$ cat config.mk
export PLATFORM = sky130hd
export DESIGN_NAME = mtmr_top
export DESIGN_NICKNAME = d
export VERILOG_FILES = /design/src/mtmr_pkg.sv /design/src/mtmr_top.sv /design/src/mtmr_pin_sync.sv /design/src/mtmr_prescaler.sv
export SDC_FILE = /design/constraint.sdc
export NUM_CORES = 1
export LEC_CHECK = 0
export BUFFER_PORTS_ARGS = -buffer_cell sky130_fd_sc_hd__buf_2
export CORE_ASPECT_RATIO = 1.75
export CORE_MARGIN = 2
export CORE_UTILIZATION = 40
export CTS_BUF_LIST = sky130_fd_sc_hd__clkbuf_8
export CTS_CLUSTER_SIZE = 20
export DETAILED_ROUTE_END_ITERATION = 6
export MAX_ROUTING_LAYER = met4
export SYNTH_ARGS = -nofsm -noshare
export SYNTH_HDL_FRONTEND = slang
export SYNTH_SLANG_ARGS = --single-unit
$ cat constraint.sdc
create_clock -name core_clk -period 3.09 [get_ports core_clk]
set_input_delay 0.309 -clock core_clk [delete_from_list [all_inputs] [get_ports core_clk]]
set_output_delay 0.309 -clock core_clk [all_outputs]
set_load 0.1 [all_outputs]
$ cat src/mtmr_pkg.sv
package mtmr_pkg;

	// Register byte addresses on the APB bus, one aligned word each.
	localparam logic [7:0] MTMR_STATUS_CONTROL_ADDR = 8'h00;
	localparam logic [7:0] MTMR_CLOCK_CONFIG_ADDR = 8'h04;
	localparam logic [7:0] MTMR_COUNT_VALUE_ADDR = 8'h08;
	localparam logic [7:0] MTMR_WRAP_LIMIT_ADDR = 8'h0C;
	localparam logic [7:0] MTMR_POWER_CTRL_ADDR = 8'h10;

	// Field positions.
	localparam int MTMR_OVERFLOW_FLAG_BIT = 7;
	localparam int MTMR_IRQ_ENABLE_BIT = 6;
	localparam int MTMR_COUNTER_CLEAR_BIT = 5;
	localparam int MTMR_COUNTER_HALT_BIT = 4;
	localparam int MTMR_CLKSRC_LSB = 4;
	localparam int MTMR_PRESCALE_LSB = 0;
	localparam int MTMR_DEBUG_BIT = 0;
	localparam int MTMR_WAIT_BIT = 1;
	localparam int MTMR_STOP_BIT = 2;
	localparam int MTMR_DEEP_STOP_BIT = 3;

	// Values after reset.
	localparam logic [7:0] MTMR_COUNT_RESET = 8'h00;
	localparam logic [7:0] MTMR_WRAP_RESET = 8'h00;
	localparam logic [1:0] MTMR_CLKSRC_RESET = 2'h0;
	localparam logic [3:0] MTMR_PRESCALE_RESET = 4'h0;
	localparam logic MTMR_HALT_RESET = 1'b1;

	// Clock source codes.
	localparam logic [1:0] MTMR_SRC_BUS = 2'h0;
	localparam logic [1:0] MTMR_SRC_FIXED = 2'h1;
	localparam logic [1:0] MTMR_SRC_PIN_FALL = 2'h2;
	localparam logic [1:0] MTMR_SRC_PIN_RISE = 2'h3;

	localparam logic [3:0] MTMR_PRESCALE_MAX = 4'h8;

	typedef enum logic [1:0] {
		MTMR_CLR_IDLE,
		MTMR_CLR_ARMED
	} mtmr_clr_e;

endpackage

$ cat src/mtmr_top.sv
// Chosen here: the address map and register access over APB.
`timescale 1ns/1ns
`default_nettype none
// How it works
// - Eight-bit up-counter, free-running or wrapping at a modulo limit.
// - Sources: bus clock, fixed-frequency clock, pin rising, pin falling.
// - Pin is the source only when the upper select bit is set.
// - Prescaler divides by 1, 2, 4 up to 256.
// - Overflow interrupt request can be enabled or disabled.
// - Counting continues during wait mode.
// - All stop modes halt counting; no wake-up from stop.
// - Deep stop wake-up or light stop reset restores reset state.
// - Light stop exit by interrupt keeps state and resumes.
// - Debug mode suspends counting; resumes from held value.
// - External pin is synchronised to the bus clock.
// - Status/control: flag 7, enable 6, clear 5, halt 4, zeros below.
// - Clock config: upper two zero, source select, four-bit prescale.
// - Count and modulo limit each readable as eight-bit registers.
// - Read-only flag sets when count rolls from limit to zero.
// - Flag clears by read while set, then write zero.
// - Writing clear bit one or any modulo write clears the flag.
// - Clear bit resets count to zero; halt bit stops counting.
// - Halt bit freezes the count while set.
// - Select codes: 00 bus, 01 fixed, 10 pin fall, 11 pin rise.
// - Reset sets halt; clearing it resumes from the held count.
// - Limit zero free-runs; otherwise wrap after matching the limit.
// - An overflow between read and zero write abandons the clear.
module mtmr_top
	import mtmr_pkg::*;
#(
	parameter int COUNT_WIDTH = 8,
	parameter int PRESCALE_WIDTH = 8
)
(
	input wire logic core_clk,
	input wire logic reset_n,
	input wire logic psel,
	input wire logic penable,
	input wire logic pwrite,
	input wire logic [7:0] paddr,
	input wire logic [31:0] pwdata,
	input wire logic [3:0] pstrb,
	output logic pready,
	output logic [31:0] prdata,
	output logic pslverr,
	input wire logic ext_count_pin,
	input wire logic fixed_freq_clock,
	input wire logic wait_mode,
	input wire logic stop_mode,
	input wire logic deep_stop_wake,
	input wire logic light_stop_reset,
	input wire logic debug_active,
	output logic overflow_irq
);

	typedef struct packed {
		logic [COUNT_WIDTH-1:0] count;
		logic [COUNT_WIDTH-1:0] wrap_limit;
		logic overflow_flag;
		logic overflow_irq_enable;
		logic counter_halt;
		logic [1:0] clock_source_select;
		logic [3:0] prescale_select;
		mtmr_clr_e clr_state;
		logic fixed_last;
		logic pre_clear;
		logic irq;
		logic ready;
		logic slverr;
		logic [31:0] rdata;
	} mtmr_top_s;

	mtmr_top_s state_reg;
	mtmr_top_s state_next;

	logic pin_rise;
	logic pin_fall;
	logic src_tick;
	logic count_tick;
	logic setup;
	logic wr_en;
	logic rd_en;
	logic state_reset;
	logic overflow;
	logic run;

	function automatic logic [7:0] status_byte(input mtmr_top_s s);
		logic [7:0] b;
		b = 8'h00;
		b[MTMR_OVERFLOW_FLAG_BIT] = s.overflow_flag;
		b[MTMR_IRQ_ENABLE_BIT] = s.overflow_irq_enable;
		b[MTMR_COUNTER_HALT_BIT] = s.counter_halt;
		return b;
	endfunction

	function automatic logic is_addr(input logic [7:0] a,
		input logic [7:0] ref_addr);
		return a == ref_addr;
	endfunction

	mtmr_pin_sync u_pin_sync (
		.core_clk(core_clk),
		.reset_n(reset_n),
		.ext_count_pin(ext_count_pin),
		.pin_rise(pin_rise),
		.pin_fall(pin_fall)
	);

	// Counting is suspended in stop and debug, and while halted.
	assign run = ~state_reg.counter_halt & ~stop_mode & ~debug_active;

	always_comb
	begin
		case (state_reg.clock_source_select)
			MTMR_SRC_BUS: src_tick = 1'b1;
			MTMR_SRC_FIXED: src_tick = fixed_freq_clock & ~state_reg.fixed_last;
			MTMR_SRC_PIN_FALL: src_tick = pin_fall;
			MTMR_SRC_PIN_RISE: src_tick = pin_rise;
			default: src_tick = 1'b1;
		endcase
	end

	mtmr_prescaler #(
		.WIDTH(PRESCALE_WIDTH)
	) u_prescaler (
		.core_clk(core_clk),
		.reset_n(reset_n),
		.clear(state_reg.pre_clear),
		.tick_in(src_tick & run),
		.prescale_select(state_reg.prescale_select),
		.tick_out(count_tick)
	);

	assign setup = psel & ~penable;
	// Writes land at the access edge, where the master samples pready high.
	assign wr_en = psel & penable & state_reg.ready & pwrite & pstrb[0];
	assign rd_en = setup & ~pwrite;
	assign state_reset = deep_stop_wake | light_stop_reset;

	// Wrap when the limit is matched, or at all-ones when free-running.
	assign overflow = count_tick &&
		((state_reg.wrap_limit != '0) ?
		(state_reg.count == state_reg.wrap_limit) :
		(state_reg.count == {COUNT_WIDTH{1'b1}}));

	always_comb
	begin
		state_next = state_reg;
		state_next.fixed_last = fixed_freq_clock;
		state_next.pre_clear = 1'b0;
		state_next.ready = setup;
		state_next.slverr = 1'b0;

		if (count_tick)
		begin
			if (overflow)
				state_next.count = '0;
			else
				state_next.count = state_reg.count + 1'b1;
		end

		// Reads are answered in the access cycle from state at setup.
		if (rd_en)
		begin
			state_next.rdata = 32'h0000_0000;
			if (is_addr(paddr, MTMR_STATUS_CONTROL_ADDR))
			begin
				state_next.rdata[7:0] = status_byte(state_reg);
				if (state_reg.overflow_flag)
					state_next.clr_state = MTMR_CLR_ARMED;
			end
			else if (is_addr(paddr, MTMR_CLOCK_CONFIG_ADDR))
				state_next.rdata[5:0] = {state_reg.clock_source_select,
					state_reg.prescale_select};
			else if (is_addr(paddr, MTMR_COUNT_VALUE_ADDR))
				state_next.rdata[COUNT_WIDTH-1:0] = state_reg.count;
			else if (is_addr(paddr, MTMR_WRAP_LIMIT_ADDR))
				state_next.rdata[COUNT_WIDTH-1:0] = state_reg.wrap_limit;
			else if (!is_addr(paddr, MTMR_POWER_CTRL_ADDR))
				state_next.slverr = 1'b1;
			else
				state_next.rdata[3:0] = {deep_stop_wake, stop_mode,
					wait_mode, debug_active};
		end

		if (setup & pwrite)
		begin
			if (!(is_addr(paddr, MTMR_STATUS_CONTROL_ADDR) ||
				is_addr(paddr, MTMR_CLOCK_CONFIG_ADDR) ||
				is_addr(paddr, MTMR_COUNT_VALUE_ADDR) ||
				is_addr(paddr, MTMR_WRAP_LIMIT_ADDR) ||
				is_addr(paddr, MTMR_POWER_CTRL_ADDR)))
				state_next.slverr = 1'b1;
		end

		if (wr_en)
		begin
			if (is_addr(paddr, MTMR_STATUS_CONTROL_ADDR))
			begin
				state_next.overflow_irq_enable =
					pwdata[MTMR_IRQ_ENABLE_BIT];
				state_next.counter_halt =
					pwdata[MTMR_COUNTER_HALT_BIT];
				if (!pwdata[MTMR_OVERFLOW_FLAG_BIT] &&
					state_reg.clr_state == MTMR_CLR_ARMED)
					state_next.overflow_flag = 1'b0;
				state_next.clr_state = MTMR_CLR_IDLE;
				if (pwdata[MTMR_COUNTER_CLEAR_BIT])
				begin
					state_next.count = '0;
					state_next.pre_clear = 1'b1;
					state_next.overflow_flag = 1'b0;
				end
			end
			else if (is_addr(paddr, MTMR_CLOCK_CONFIG_ADDR))
			begin
				state_next.clock_source_select =
					pwdata[MTMR_CLKSRC_LSB +: 2];
				state_next.prescale_select =
					pwdata[MTMR_PRESCALE_LSB +: 4];
			end
			else if (is_addr(paddr, MTMR_WRAP_LIMIT_ADDR))
			begin
				state_next.wrap_limit = pwdata[COUNT_WIDTH-1:0];
				state_next.count = '0;
				state_next.pre_clear = 1'b1;
				state_next.overflow_flag = 1'b0;
				state_next.clr_state = MTMR_CLR_IDLE;
			end
		end

		// A fresh overflow wins over any clear and disarms a pending one.
		if (overflow)
		begin
			state_next.overflow_flag = 1'b1;
			state_next.clr_state = MTMR_CLR_IDLE;
		end

		state_next.irq = state_next.overflow_flag &
			state_next.overflow_irq_enable;

		case (state_reg.clr_state)
			MTMR_CLR_IDLE: ;
			MTMR_CLR_ARMED: ;
			default: state_next.clr_state = MTMR_CLR_IDLE;
		endcase

		if (state_reset)
		begin
			state_next.count = MTMR_COUNT_RESET;
			state_next.wrap_limit = MTMR_WRAP_RESET;
			state_next.overflow_flag = 1'b0;
			state_next.overflow_irq_enable = 1'b0;
			state_next.counter_halt = MTMR_HALT_RESET;
			state_next.clock_source_select = MTMR_CLKSRC_RESET;
			state_next.prescale_select = MTMR_PRESCALE_RESET;
			state_next.clr_state = MTMR_CLR_IDLE;
			state_next.pre_clear = 1'b1;
			state_next.irq = 1'b0;
		end
	end

	always_ff @(posedge core_clk)
	begin
		if (!reset_n)
		begin
			state_reg <= '0;
			state_reg.counter_halt <= MTMR_HALT_RESET;
			state_reg.clr_state <= MTMR_CLR_IDLE;
		end
		else
			state_reg <= state_next;
	end

	assign pready = state_reg.ready;
	assign prdata = state_reg.rdata;
	assign pslverr = state_reg.slverr;
	assign overflow_irq = state_reg.irq;

endmodule
`default_nettype wire

$ cat src/mtmr_pin_sync.sv
`timescale 1ns/1ns
`default_nettype none
// Two-flop synchroniser with edge detection on the settled copy.
module mtmr_pin_sync
	import mtmr_pkg::*;
(
	input wire logic core_clk,
	input wire logic reset_n,
	input wire logic ext_count_pin,
	output logic pin_rise,
	output logic pin_fall
);

	typedef struct packed {
		logic meta;
		logic stable;
		logic last;
	} mtmr_sync_s;

	mtmr_sync_s state_reg;
	mtmr_sync_s state_next;

	always_comb
	begin
		state_next = state_reg;
		state_next.meta = ext_count_pin;
		state_next.stable = state_reg.meta;
		state_next.last = state_reg.stable;
	end

	always_ff @(posedge core_clk)
	begin
		if (!reset_n)
			state_reg <= '0;
		else
			state_reg <= state_next;
	end

	assign pin_rise = state_reg.stable & ~state_reg.last;
	assign pin_fall = ~state_reg.stable & state_reg.last;

endmodule
`default_nettype wire

$ cat src/mtmr_prescaler.sv
`timescale 1ns/1ns
`default_nettype none
// Divides a stream of source ticks by two to the power of the select code, codes above 8 taken as 8.
module mtmr_prescaler
	import mtmr_pkg::*;
#(
	parameter int WIDTH = 8
)
(
	input wire logic core_clk,
	input wire logic reset_n,
	input wire logic clear,
	input wire logic tick_in,
	input wire logic [3:0] prescale_select,
	output logic tick_out
);

	typedef struct packed {
		logic [WIDTH-1:0] count;
	} mtmr_pre_s;

	mtmr_pre_s state_reg;
	mtmr_pre_s state_next;
	logic [WIDTH:0] mask;
	logic [3:0] code;

	always_comb
	begin
		code = (prescale_select > MTMR_PRESCALE_MAX) ?
			MTMR_PRESCALE_MAX : prescale_select;
		mask = ({{WIDTH{1'b0}}, 1'b1} << code) - 1'b1;
		state_next = state_reg;
		if (clear)
			state_next.count = '0;
		else if (tick_in)
			state_next.count = state_reg.count + 1'b1;
	end

	assign tick_out = tick_in & ~clear &
		((state_reg.count & mask[WIDTH-1:0]) == mask[WIDTH-1:0]);

	always_ff @(posedge core_clk)
	begin
		if (!reset_n)
			state_reg <= '0;
		else
			state_reg <= state_next;
	end

endmodule
`default_nettype wire

==> impl_metrics.csv <==
group,metric,value,unit
synth,synthCells,341,
clock_network,cts_max_level,2,
detailed_routing,dr.first_iter.drc_count,104,
setup_path,criticalPathCategory,"reg -> reg",
synth,synth_ff_type,"dfxtp_1",
layout,multiInputGateArea,1740,sq um
detailed_routing,drt_pass1_iterations,4,
grt,grt-ovfl-total,0,
grt,grt_pass1_vias,2414,
floorplan,initial_core_util,41.6,%
synth,synth_seq_cells,51,
setup_path,worstSetupStartpointType,"flop",
clock_network,cts.sinks,51,
detailed_routing,wire_per_inst,14.9,um
power,power_frac_comb,16.7,%
min_path,holdCritPathClass,"in -> reg",
clock_network,cts_tree,"built",
floorplan,num_io_pins,91,
layout,largest_reg_flops,29,
floorplan,rows,41,
timing,finalHoldViolations,0,
layout,final_common_cell,"dfxtp_1",
outcome,status,"finished clean",
power,power.internal,0.876,mW
synth,async_flop_share,0,%
clock_network,cts_setup_buffers,0,
setup_path,crit_path_max_fanout,17,
clock_network,cts_resized,0,
power,ir_worst_vdd,0.174,mV
floorplan,die_w,69.6,um
floorplan,core_area,7230,sq um
flow_run,maxCapViolations,0,
setup_path,crit_family,"simple AND/OR/NAND/NOR gates",
layout,regArea,1020,sq um
setup_path,worstPathCellList,"or4b_2 > ha_1 > nor2_1 > a2111oi_4 > nand4_2 > buf_12 > or4_1 > a211oi_1",
power,netSwitchingFraction,31.7,%
floorplan,die_h,119,um
power,clkPwrFrac,31.5,%
timing,slew_headroom,45.2,%
clock_network,cts-root-buf,"clkbuf_8",
power,p_seq_share,51.8,%
timing,rsz0062_at_grt,"no",
detailed_routing,vias_per_cell,5.33,
clock_network,numCtsBuffers,5,
timing,tns,0,ps
timing,finalCriticalPeriod,3010,ps
place,hpwl,5.45,mm
detailed_routing,num_vias,2459,
grt,grt_max_degree,19,
synth,ys_warn_count,0,
detailed_routing,wirelength,6.86,mm
timing,report.final.slew_viol_count,0,
floorplan,die_area,8270,sq um
timing,fin_skew,4.49,ps
clock_network,clk_pin_slew,90,ps
grt,grt_pass1_wl,11.5,mm
setup_path,critPathMaxStageDelay,670,ps
detailed_routing,final_antenna_net_count,0,
setup_path,critPathBufInv,1,
layout,diodes,0,
layout,drive_gt1_share,20.3,%
clock_network,cts_hold_buffers,0,
layout,fin_nets,433,
grt,grt_use_total,17.8,%
timing,worst_pin_slew,815,ps
grt,antenna_found_initial,0,
synth,synth_edf_count,0,
power,p_switching,0.406,mW
clock_network,insertion_delay,300,ps
synth,ys_seq_area_share,33.9,%
place,gp_congestion,0.854,
timing,clock.fmax,332,MHz
setup_path,slowest_stage,"or4b_2",
setup_path,critPathCaptureType,"flop",
synth,yosys.area.top_type_share,33.9,%
synth,yosysUniqueCellTypes,58,
clock_network,cts_buffer_depth,2,
layout,final_cell_mix,"dfxtp_1, buf_2, nor2_1, conb_1, nand2_1",
timing,final.period_utilization,97.5,%
synth,synth.avg_cell_area,8.83,sq um
synth,synth_area,3010,sq um
timing,setup_viol,0,
layout,area_growth,8.72,%
power,powerDensity,391,nW/um^2
layout,fillers,692,
power,power.leakage,1.28,nW
detailed_routing,drc,0,
synth,synthTopCellsByArea,"dfxtp_1, buf_4, mux2i_1",
setup_path,crit_arrival,3230,ps
timing,holdWs,209,ps
setup_path,required,3310,ps
synth,synth.largest_area_cell,"dfxtp_1",
place,port_buffers,39,
[per-layer routing]
layer  track usage, %  vias to the layer above  part of all wire (%)
li1                 -                     1234                     -
met3             3.32                       15                   3.9
met2             31.8                       63                    53
met4             9.93                        0                   3.8
met1             17.9                     1147                    39
met5                -                        -                     0
[cells by family (layout without fill, tap and decap cells)]
logic type	after synthesis	count (layout)	share of synthesized area, %
simple gates	134	134	24.8
fa+ha+maj	3	3	1.25
xor+xnor	13	13	3.78
mux	21	21	7.44
compound gates	66	66	17.4
other cells	1	25	0.125
flops	51	51	33.9
buf+inv	52	62	11.3
[metrics by stage]
stage	utilization [%]	cell area, sq um	std cells	setup WS, ps	power (mW)
final	45.3	3270	461	76.2	1.28
after global routing	45.3	3270	461	0.761	1.34
after CTS	45.3	3270	461	84.3	1.30
after detailed placement	44.0	3180	453	152	0.894
after global placement	44.0	3180	453	156	0.894
after floorplan	-	3100	365	297	0.880
[worst paths after layout]
check                              startpoint                  endpoint  slack [ps]  cells past startpoint
worst min-delay path            ext_count_pin  u_pin_sync.state_next[1]         210                      2
worst max-delay path            state_reg[40]             state_reg[63]          80                      8
worst max register to register  state_reg[40]             state_reg[63]          80                      8
worst min register to register  state_reg[38]             state_reg[37]         420                      1
[power groups by stage]
stage	logic (mW)	clock network, mW	registers [mW]
5_1_grt	0.225	0.452	0.665
3_3_place_gp	0.214	0	0.679
6_report	0.215	0.403	0.664
2_1_floorplan	0.194	0	0.686
3_5_place_dp	0.215	0	0.679
4_1_cts	0.215	0.421	0.664
[cell type report]
| type | instances | area share [%] |
|---|---|---|
| clock buffer | 6 | 2.52 |
| clock inverter | 2 | 0.382 |
| inverter | 3 | 0.344 |
| multi-input combinational | 262 | 53.2 |
| sequential | 51 | 31.2 |
| tap | 86 | 3.29 |
| timing repair buffer | 51 | 9.09 |
[synthesized netlist by cell type (9+ instances only)]
| cell | count |
|---|---|
| a211oi_1 | 10 |
| and2_1 | 9 |
| clkbuf_1 | 9 |
| nand2_1 | 24 |
| nor2_1 | 28 |
| a21oi_1 | 11 |
| mux2i_1 | 19 |
| dfxtp_1 | 51 |
| o21ai_0 | 9 |
| nand3_1 | 16 |
| buf_4 | 33 |
| nor2b_1 | 9 |
| xor2_1 | 12 |
Note: power is estimated with default switching activity, not from simulation.
